### config.mk
export PLATFORM = sky130hd
export DESIGN_NAME = pio_core
export DESIGN_NICKNAME = d
export VERILOG_FILES = /design/src/verilog/pio_pkg.sv /design/src/verilog/pio_sync.sv /design/src/verilog/pio_core.sv
export SDC_FILE = /design/constraint.sdc
export NUM_CORES = 1
export LEC_CHECK = 0
export BUFFER_PORTS_ARGS = -buffer_cell sky130_fd_sc_hd__clkbuf_2
export CELL_PAD_IN_SITES_DETAIL_PLACEMENT = 1
export CELL_PAD_IN_SITES_GLOBAL_PLACEMENT = 1
export CORE_MARGIN = 2
export CORE_UTILIZATION = 35
export CTS_BUF_LIST = sky130_fd_sc_hd__clkbuf_4 sky130_fd_sc_hd__clkbuf_8
export CTS_CLUSTER_DIAMETER = 50
export CTS_CLUSTER_SIZE = 12
export DETAILED_ROUTE_END_ITERATION = 6
export PLACE_DENSITY_LB_ADDON = 0.1
export SETUP_SLACK_MARGIN = 0.02
export SLEW_MARGIN = 25
export SYNTH_ARGS = -nofsm -noshare
export SYNTH_HDL_FRONTEND = slang
export SYNTH_SLANG_ARGS = --single-unit
### constraint.sdc
create_clock -name clk -period 1.4 [get_ports clk]
set_clock_uncertainty 0.15 [all_clocks]
set_input_delay 0.07 -clock clk [delete_from_list [all_inputs] [get_ports clk]]
set_output_delay 0.07 -clock clk [all_outputs]
set_load 0.02 [all_outputs]
### src/verilog/pio_pkg.sv
package pio_pkg;
	localparam int          INSTR_W     = 10;
	localparam int          NIB_W       = 4;
	localparam int          NUM_PORTS   = 4;
	localparam int          SYNC_STAGES = 2;
	localparam int          PSEL_W      = 2;
	localparam int          IMM_PREF_W  = 6;

	// Port input family: upper eight bits fixed, low two bits pick the port
	localparam logic [INSTR_W-1:0]    IN_PORT_MASK = 10'h3FC;
	localparam logic [INSTR_W-1:0]    IN_PORT_BASE = 10'h260;
	localparam logic [INSTR_W-1:0]    IN_PORT0     = 10'h260;
	localparam logic [INSTR_W-1:0]    IN_PORT1     = 10'h261;
	localparam logic [INSTR_W-1:0]    IN_PORT2     = 10'h262;
	localparam logic [INSTR_W-1:0]    IN_PORT3     = 10'h263;

	// Immediate load: upper six bits fixed, low four bits carry the value
	localparam logic [IMM_PREF_W-1:0] LOAD_IMM_PREF = 6'h07;
	localparam int                    IMM_LSB       = 0;
	localparam int                    PREF_LSB      = 4;

	// Skip-on-Y-zero opcode; default value is arbitrary, override per core
	localparam logic [INSTR_W-1:0]    SKIP_Y_ZERO_CODE = 10'h3F0;

	localparam logic [NIB_W-1:0]      ACC_RST   = 4'h0;
	localparam logic                  CARRY_RST = 1'b0;
	localparam logic [NIB_W-1:0]      Y_ZERO    = 4'h0;

	typedef enum logic [2:0] {
		PIO_OP_OTHER  = 3'b000,
		PIO_OP_IN     = 3'b001,
		PIO_OP_LDI    = 3'b011,
		PIO_OP_SKIP_Y = 3'b010
	} pio_op_e;
endpackage

### src/verilog/pio_sync.sv
`timescale 1ns/100ps
module pio_sync #(
	parameter int WIDTH = 16
) (
	input  wire logic             clk,
	input  wire logic             rst_n,
	input  wire logic [WIDTH-1:0] async_in,
	output logic      [WIDTH-1:0] sync_q
);
	logic [WIDTH-1:0] meta_q;
	logic [WIDTH-1:0] meta_d;
	logic [WIDTH-1:0] sync_d;

	// First stage feeds only the second stage
	genvar i;
	generate
		for (i = 0; i < WIDTH; i = i + 1) begin : g_bit
			always_comb begin
				meta_d[i] = async_in[i];
				sync_d[i] = meta_q[i];
			end
		end
	endgenerate

	always_ff @(posedge clk) begin
		if (!rst_n) begin
			meta_q <= '0;
			sync_q <= '0;
		end else begin
			meta_q <= meta_d;
			sync_q <= sync_d;
		end
	end
endmodule

### src/verilog/pio_core.sv
`timescale 1ns/100ps
// Notes on behaviour
// - Port zero input op loads accumulator
// - Port one input op loads accumulator
// - Port two input op loads accumulator
// - Port three input op loads accumulator
// - Skip next instruction when Y is zero
// - Immediate op loads value into accumulator, unless the previous valid word was also an immediate load
module pio_core #(
	parameter logic [pio_pkg::INSTR_W-1:0] SKIP_CODE = pio_pkg::SKIP_Y_ZERO_CODE
) (
	input  wire logic                        clk,
	input  wire logic                        rst_n,
	input  wire logic                        instr_valid,
	input  wire logic [pio_pkg::INSTR_W-1:0] instr_word,
	input  wire logic [pio_pkg::NIB_W-1:0]   port_zero,
	input  wire logic [pio_pkg::NIB_W-1:0]   port_one,
	input  wire logic [pio_pkg::NIB_W-1:0]   port_two,
	input  wire logic [pio_pkg::NIB_W-1:0]   port_three,
	input  wire logic [pio_pkg::NIB_W-1:0]   y_value,
	input  wire logic                        acc_wr_en,
	input  wire logic [pio_pkg::NIB_W-1:0]   acc_wr_data,
	input  wire logic                        carry_wr_en,
	input  wire logic                        carry_wr_data,
	output logic      [pio_pkg::NIB_W-1:0]   acc_q,
	output logic                             carry_flag_q,
	output logic                             skip_next_q,
	output logic                             executed_q,
	output logic                             skipped_q
);
	import pio_pkg::*;

	localparam int PORT_BITS = NUM_PORTS * NIB_W;

	logic [PORT_BITS-1:0] port_raw;
	logic [PORT_BITS-1:0] port_sync;
	logic [NIB_W-1:0]     port_nib [NUM_PORTS];

	pio_op_e              op;
	logic [PSEL_W-1:0]    port_sel;
	logic [NIB_W-1:0]     imm_val;
	logic                 ldi_word;
	logic                 skip_hit;
	logic                 run_la;
	logic                 do_skip;
	logic                 do_exec;

	logic [NIB_W-1:0]     acc_d;
	logic                 carry_flag_d;
	logic                 skip_next_d;
	logic                 executed_d;
	logic                 skipped_d;
	logic                 last_la_q;
	logic                 last_la_d;

	// Classifies one instruction word; used for the op and for the run check
	function automatic pio_op_e decode_op(input logic [INSTR_W-1:0] w,
					      input logic [INSTR_W-1:0] skip_code);
		pio_op_e r;
		r = PIO_OP_OTHER;
		if ((w & IN_PORT_MASK) == IN_PORT_BASE) begin
			r = PIO_OP_IN;
		end else if (w[INSTR_W-1:PREF_LSB] == LOAD_IMM_PREF) begin
			r = PIO_OP_LDI;
		end else if (w == skip_code) begin
			r = PIO_OP_SKIP_Y;
		end
		return r;
	endfunction

	function automatic logic is_load_imm(input logic [INSTR_W-1:0] w,
					     input logic [INSTR_W-1:0] skip_code);
		return decode_op(w, skip_code) == PIO_OP_LDI;
	endfunction

	// Pins are asynchronous; two-stage latency before the accumulator sees them
	always_comb begin
		port_raw = {port_three, port_two, port_one, port_zero};
	end

	pio_sync #(
		.WIDTH(PORT_BITS)
	) u_port_sync (
		.clk      (clk),
		.rst_n    (rst_n),
		.async_in (port_raw),
		.sync_q   (port_sync)
	);

	genvar p;
	generate
		for (p = 0; p < NUM_PORTS; p = p + 1) begin : g_port
			always_comb begin
				port_nib[p] = port_sync[p*NIB_W +: NIB_W];
			end
		end
	endgenerate

	always_comb begin
		op       = decode_op(instr_word, SKIP_CODE);
		port_sel = instr_word[PSEL_W-1:0];
		imm_val  = instr_word[IMM_LSB +: NIB_W];
		ldi_word = is_load_imm(instr_word, SKIP_CODE);
		skip_hit = (op == PIO_OP_SKIP_Y) && (y_value == Y_ZERO);
		// Later immediate loads in a run never execute
		run_la   = ldi_word && last_la_q;
		do_skip  = instr_valid && (skip_next_q || run_la);
		do_exec  = instr_valid && !do_skip;
	end

	// Accumulator
	always_comb begin
		acc_d = acc_q;
		if (acc_wr_en) begin
			acc_d = acc_wr_data;
		end
		// Own port and immediate loads win over an outside write in the same cycle
		if (do_exec) begin
			case (op)
				PIO_OP_IN: begin
					case (port_sel)
						2'h0: begin
							acc_d = port_nib[0];
						end
						2'h1: begin
							acc_d = port_nib[1];
						end
						2'h2: begin
							acc_d = port_nib[2];
						end
						default: begin
							acc_d = port_nib[3];
						end
					endcase
				end
				PIO_OP_LDI: begin
					acc_d = imm_val;
				end
				default: begin
					acc_d = acc_d;
				end
			endcase
		end
	end

	always_ff @(posedge clk) begin
		if (!rst_n) begin
			acc_q <= ACC_RST;
		end else begin
			acc_q <= acc_d;
		end
	end

	// Carry: only outside writes move it, none of these ops touch it
	always_comb begin
		carry_flag_d = carry_flag_q;
		if (carry_wr_en) begin
			carry_flag_d = carry_wr_data;
		end
	end

	always_ff @(posedge clk) begin
		if (!rst_n) begin
			carry_flag_q <= CARRY_RST;
		end else begin
			carry_flag_q <= carry_flag_d;
		end
	end

	// Skip flag: any valid word consumes it, so a skipped skip op never sets it
	always_comb begin
		skip_next_d = skip_next_q;
		if (instr_valid) begin
			skip_next_d = 1'h0;
			if (do_exec && skip_hit) begin
				skip_next_d = 1'h1;
			end
		end
	end

	always_ff @(posedge clk) begin
		if (!rst_n) begin
			skip_next_q <= 1'h0;
		end else begin
			skip_next_q <= skip_next_d;
		end
	end

	// Run tracker: a skipped word still counts toward an immediate-load run
	always_comb begin
		last_la_d = last_la_q;
		if (instr_valid) begin
			last_la_d = ldi_word;
		end
	end

	always_ff @(posedge clk) begin
		if (!rst_n) begin
			last_la_q <= 1'h0;
		end else begin
			last_la_q <= last_la_d;
		end
	end

	// Status pulses last one cycle; idle cycles show neither
	always_comb begin
		executed_d = 1'h0;
		skipped_d  = 1'h0;
		if (instr_valid) begin
			executed_d = do_exec;
			skipped_d  = do_skip;
		end
	end

	always_ff @(posedge clk) begin
		if (!rst_n) begin
			executed_q <= 1'h0;
			skipped_q  <= 1'h0;
		end else begin
			executed_q <= executed_d;
			skipped_q  <= skipped_d;
		end
	end
endmodule

* Word-level counts from Yosys, hierarchy flattened
Index checks and enable logic that the tools add are counted.
** Word-level totals
- Register bits after elaboration :: 41
- Input bits :: 40
- Output and inout port bits :: 8
- Word-level logic and storage cells :: 34
** Cells by class
- Eq/ne operators :: 8
- Multiplexer cells :: 8
- Reduce and logical (&&, ||, !) cells :: 10
** Operators by type and width (number)
- $pmux 4 s3 :: 1
- $eq 10x10->1 const B :: 1
- $eq 8x8->1 const B :: 1
- $mux 4 :: 2
- $pmux 4 s2 :: 1
- $eq 3x2->1 const B :: 2
- $eq 6x3->1 const B :: 1
- $mux 2 :: 3
- $logic_and 1x1->1 :: 5
- $logic_not 4->1 :: 1
- $eq 3x1->1 const B :: 1
- $eq 2x1->1 const B :: 1
- $eq 2x2->1 const B :: 1
- $logic_not 2->1 :: 1
- $reduce_and 2->1 :: 1
- $logic_not 1->1 :: 1
- $logic_or 1x1->1 :: 1
- $mux 1 :: 1

* Logic depth before layout (Yosys ltp)
- Depth after elaboration :: 12
- Mapped depth :: 5
- Depth with buffers taken out :: 4

* Modules after synthesis
From an unflattened synthesis, not the netlist that was laid out.
** Second synthesis, totals
- Cells, all modules :: 126
- Area, all modules :: 1486.4 um2
** By module, submodules not included
- pio_sync :: instances 1, cells an instance 67, area an instance 895.9 um2, seq. area each 640.6 um2
- pio_core :: instances 1, cells an instance 59, area an instance 590.6 um2, seq. area each 180.2 um2

* Worst setup path before layout
OpenSTA, ideal clock, no wires.
- Path type :: input port to flip-flop
- Start point :: input instr_word[0] (netlist bit)
- End point :: register acc_q[0] (netlist bit)
- Setup time :: 0.128 ns
- Arrival time :: 0.975 ns
- Required time :: 1.122 ns
- Path slack :: 0.147 ns
- Stages on the path :: 4
- Buffers on the path :: 1
- Path through :: buf_2 -> mux4_2 -> a22oi_1 -> o32ai_1
** On the way
- Longest elaborated chain between the ends :: 11
- Elaborated cells between the ends (all ways) :: 17
- Those cells by class :: eq/ne: 5; mux: 6; reduce/logical: 6
** Ends and longest elaborated chain
- start: declaration :: line pio_core.sv:15 : input wire logic [pio_pkg::INSTR_W-1:0] instr_word,
- $eq 10x10->1 :: line pio_core.sv:65 : end else if (w == skip_code) begin
- $mux 2 :: line pio_core.sv:65
- $mux 2 :: line pio_core.sv:63 : end else if (w[INSTR_W-1:PREF_LSB] == LOAD_IMM_PREF) begin
- $mux 2 :: line pio_core.sv:61 : if ((w & IN_PORT_MASK) == IN_PORT_BASE) begin
- $eq 3x2->1 :: line pio_core.sv:73, pio_core.sv:119
- $logic_and 1x1->1 :: line pio_core.sv:106 : run_la = ldi_word && last_la_q;
- $logic_or 1x1->1 :: line pio_core.sv:107 : do_skip = instr_valid && (skip_next_q || run_la);
- $logic_and 1x1->1 :: line pio_core.sv:107
- $logic_not 1->1 :: line pio_core.sv:108 : do_exec = instr_valid && !do_skip;
- $logic_and 1x1->1 :: line pio_core.sv:108
- $mux 4 * :: line pio_core.sv:118 : if (do_exec) begin
- end signal: assignment :: line pio_core.sv:148 : acc_q <= ACC_RST;
- end signal: assignment :: line pio_core.sv:150 : acc_q <= acc_d;
- end: declaration :: line pio_core.sv:25 : output logic [pio_pkg::NIB_W-1:0] acc_q,
Every way passes the cells marked *; elsewhere a longest branch is shown, timed or not.
A chain may end at the register's enable or synchronous reset.

* Worst setup path in the final report
- Start point :: register u_port_sync.sync_q[14]
- End point :: register acc_q[2] (netlist bit)
** On the way
- Longest elaborated chain between the ends :: 3
** Ends and longest elaborated chain
- start: declaration :: line pio_sync.sv:8 : output logic [WIDTH-1:0] sync_q
- start signal: assignment :: line pio_sync.sv:31 : sync_q <= sync_d;
- $pmux 4 s3 :: line pio_core.sv:121 : case (port_sel)
- $pmux 4 s2 :: line pio_core.sv:119 : case (op)
- $mux 4 :: line pio_core.sv:118
No other way between the ends.

==> out/qor.tcl <==
set qor(worstPathArrival_ns) 1.36
set qor(cts_tree) {yes}
set qor(gr-usage-met3) 0.0517
set qor(vias_per_cell) 4.65
set qor(r2r-start) {u_port_sync.sync_q[14]}
set qor(required_time_of_the_worst_setup_path_ns) 1.41
set qor(insertion_delay_ns) 0.29
set qor(setup-tns-final_ns) 0
set qor(final_design_area_no_fill_um2) 2110
set qor(drt.antenna.violating_nets) 0
set qor(synth_warnings) 0
set qor(irDropWorstVdd_uv) 652
set qor(chipWidth_um) 67.6
set qor(maxSlewHeadroom) 0.780
set qor(power_density_nw_per_um2) 1160
set qor(period_needed_ns) 1.35
set qor(grt_first_pass_wirelength_um) 5180
set qor(switching_power_mw) 0.502
set qor(totalWireLength_um) 3180
set qor(numClockSinks) 41
set qor(dp_worst_setup_slack_ns) -0.0310
set qor(detail_route.iter0.violations) 23
set qor(hp-class) {input pin to flop}
set qor(postSynthRegisterBits) 41
set qor(final-instance-count-excl-fill) 250
set qor(final.hold.worst_slack_ns) 0.00992
set qor(top_usage_layer) {met2}
set qor(worst-setup-path-type) {flop to flop}
set qor(grt.total_usage) 0.156
set qor(status) {complete, no violations}
set qor(first_pass_iters) 4
set qor(remaining_drc_errors) 0
set qor(maximum_number_of_pins_on_one_net_before_global_route_repair) 34
set qor(nNetsFinal) 239
set qor(p_sw_frac) 0.205
set qor(syn_avg_cell_area_um2) 11.7
set qor(globalplace.congestion) 0.863
set qor(portBuffers) 47
set qor(met2_capacity_usage_during_global_routing) 0.276
set qor(clockRootBuffer) {clkbuf_8}
set qor(worst_setup_path_end_kind) {flop}
set qor(post_cts.repair.setup_buffers) 0
set qor(groute.layer.met1.usage) 0.166
set qor(timing.final.max_slew_violations) 0
set qor(placed_instances) 221
set qor(syn_inst) 121
set qor(num_antenna_cells) 0
set qor(finish.utilization) 0.536
set qor(hold_viol) 0
set qor(post-dp-hpwl_um) 2210
set qor(worst_setup_hold_path_clk_slew_ns) 0.07
set qor(clock_power_share) 0.394
set qor(finalSetupViolations) 0
set qor(crit_path_setup_slack_layout_ns) 0.0546
set qor(timing.fmax_mhz) 743
set qor(post_route_cells_drive_above_1_share) 0.370
set qor(drt-wirelength-per-cell_um) 12.7
set qor(seq_area_frac_synth) 0.580
set qor(layout-area-overhead-vs-synth_pct) 49.2
set qor(p_seq_frac) 0.503
set qor(syn_area_um2) 1420
set qor(post_synth_num_cell_types) 26
set qor(count_of_vias_placed_by_the_detailed_router) 1162
set qor(source_of_the_worst_hold_timing_path) {acc_wr_data[0]}
set qor(antenna_violations_before_repair) 0
set qor(max-cap-violations) 0
set qor(crit_path_start_kind) {flop}
set qor(first_global_vias) 1167
set qor(crit_fanout) 1
set qor(post-route-period-util) 0.961
set qor(htreeDepth) 2
set qor(die_area_um2) 4570
set qor(worstSetupStartpoint) {u_port_sync.sync_q[14]}
set qor(cts_buffers) 5
set qor(grt_setup_unrepaired) {yes}
set qor(core-area_um2) 3940
set qor(cts.path.max_buffers) 2
set qor(power.internal_mw) 1.95
set qor(pleak_nw) 0.940
set qor(grt_residual_overflow) 0
set qor(starting_density_of_the_core) 0.359
set qor(io_pins) 48
set qor(power_mw) 2.45
set qor(synthesis.nets) 161
set qor(combPwrFrac) 0.103
set qor(tightest_slew_ns) 0.325
set qor(placement_rows) 23
set qor(placedInstanceArea_um2) 1750
set qor(fp.dieH_um) 67.6
[flip-flops by register name, indices dropped and copies added (netlist names)]
register / flops
acc_q: 4
carry_flag_q: 1
executed_q: 1
last_la_q: 1
skip_next_q: 1
skipped_q: 1
u_port_sync.meta_q: 16
u_port_sync.sync_q: 16
[layer usage]
metal / up-vias / share of wire / wire [um]
met3: 9 / 0.069 / 220
met4: 0 / 0.028 / 89
met2: 42 / 0.52 / 1650
met1: 536 / 0.38 / 1220
met5: - / 0 / 0
li1: 575 / - / -
[timing repair]
| item | in CTS | in global routing |
|---|---|---|
| pin swaps | 0 | 0 |
| hold endpoints to repair | 21 | 0 |
| cloned | 0 | 0 |
| gates resized for setup | 1 | 4 |
| hold buffers | 21 | 0 |
| endpoints found under the setup margin | 1 | 2 |
[worst max-delay path: stages, from the launching register on]
cell	delay [ns]
dfxtp_1	0.30
mux4_2	0.47
a22oi_2	0.19
o32ai_2	0.11
[cell usage after synthesis, drive strengths merged]
cell	instances	area share
nor4bb	1	0.0071
clkbuf	3	0.0079
dfxtp	41	0.58
nor4b	1	0.0062
nand2b	2	0.0088
nand4	1	0.0044
buf	3	0.014
nor3b	1	0.0088
o32ai	4	0.025
a2111o	1	0.0079
nor4	1	0.0044
nand3	1	0.0035
nand2	2	0.0053
nor2	3	0.0079
and3	2	0.0088
and2	32	0.14
inv	2	0.0053
mux2i	6	0.042
mux4	4	0.064
a22oi	4	0.021
nor3	1	0.0035
a21oi	3	0.011
nand4b	1	0.0062
a211o	1	0.0062
[layout by cell type (no fill, tap or decap)]
cell type,synthesis,final
a2111o_1,1,1
a211o_1,1,1
a21oi_1,3,3
a22oi_1,4,2
a22oi_2,0,2
and2_1,32,32
and3_1,2,2
buf_4,0,9
bufinv_16,0,1
clkbuf_2,0,47
clkbuf_8,0,6
clkinvlp_4,0,1
dfxtp_1,41,41
dlygate4sd3_1,0,21
inv_1,2,2
mux2i_1,6,6
mux4_2,4,4
nand2_1,2,2
nand2b_1,2,1
nand2b_4,0,1
nand3_1,1,1
nand4_1,1,1
nand4b_1,1,1
nor2_1,3,3
nor3_1,1,1
nor3b_2,1,1
nor4_1,1,1
nor4b_1,1,1
nor4bb_1,1,1
o32ai_1,4,2
o32ai_2,0,2
[logic make-up (layout without fill, tap and decap cells)]
| kind of cell | count (synthesis) | count (layout) | share of synthesized area |
|---|---|---|---|
| DFF | 41 | 41 | 0.580 |
| muxes | 10 | 10 | 0.106 |
| and+or+nand+nor | 49 | 49 | 0.216 |
| buffers and inverters | 8 | 87 | 0.0274 |
| AOI/OAI and AO/OA | 13 | 13 | 0.0707 |
[area by class of cell]
type | count | area, um^2
fillers | 439 | 1830
inverters | 2 | 7.51
multi-input cells | 72 | 589
well taps | 50 | 62.6
flip-flops and latches | 41 | 821
clock buffers | 6 | 82.6
repair buffers | 77 | 513
clock inverters | 2 | 37.5
[final timing paths]
kind	slack, ns	depth (start not counted)	end
setup / recovery	0.05	3	acc_q[2]
hold / removal	0.01	3	acc_q[0]
setup reg to reg	0.05	3	acc_q[2]
hold reg to reg	0.29	1	u_port_sync.sync_q[9]
[power by group through the flow]
stage,combinational (mW),sequential [mW],clock [mW]
after detailed placement,0.200,1.26,0
after global routing,0.278,1.24,1.04
final,0.252,1.23,0.966
after global placement,0.193,1.26,0
after floorplan,0.0851,1.27,0
after CTS,0.248,1.23,0.997
(Power assumes the default switching activity.)
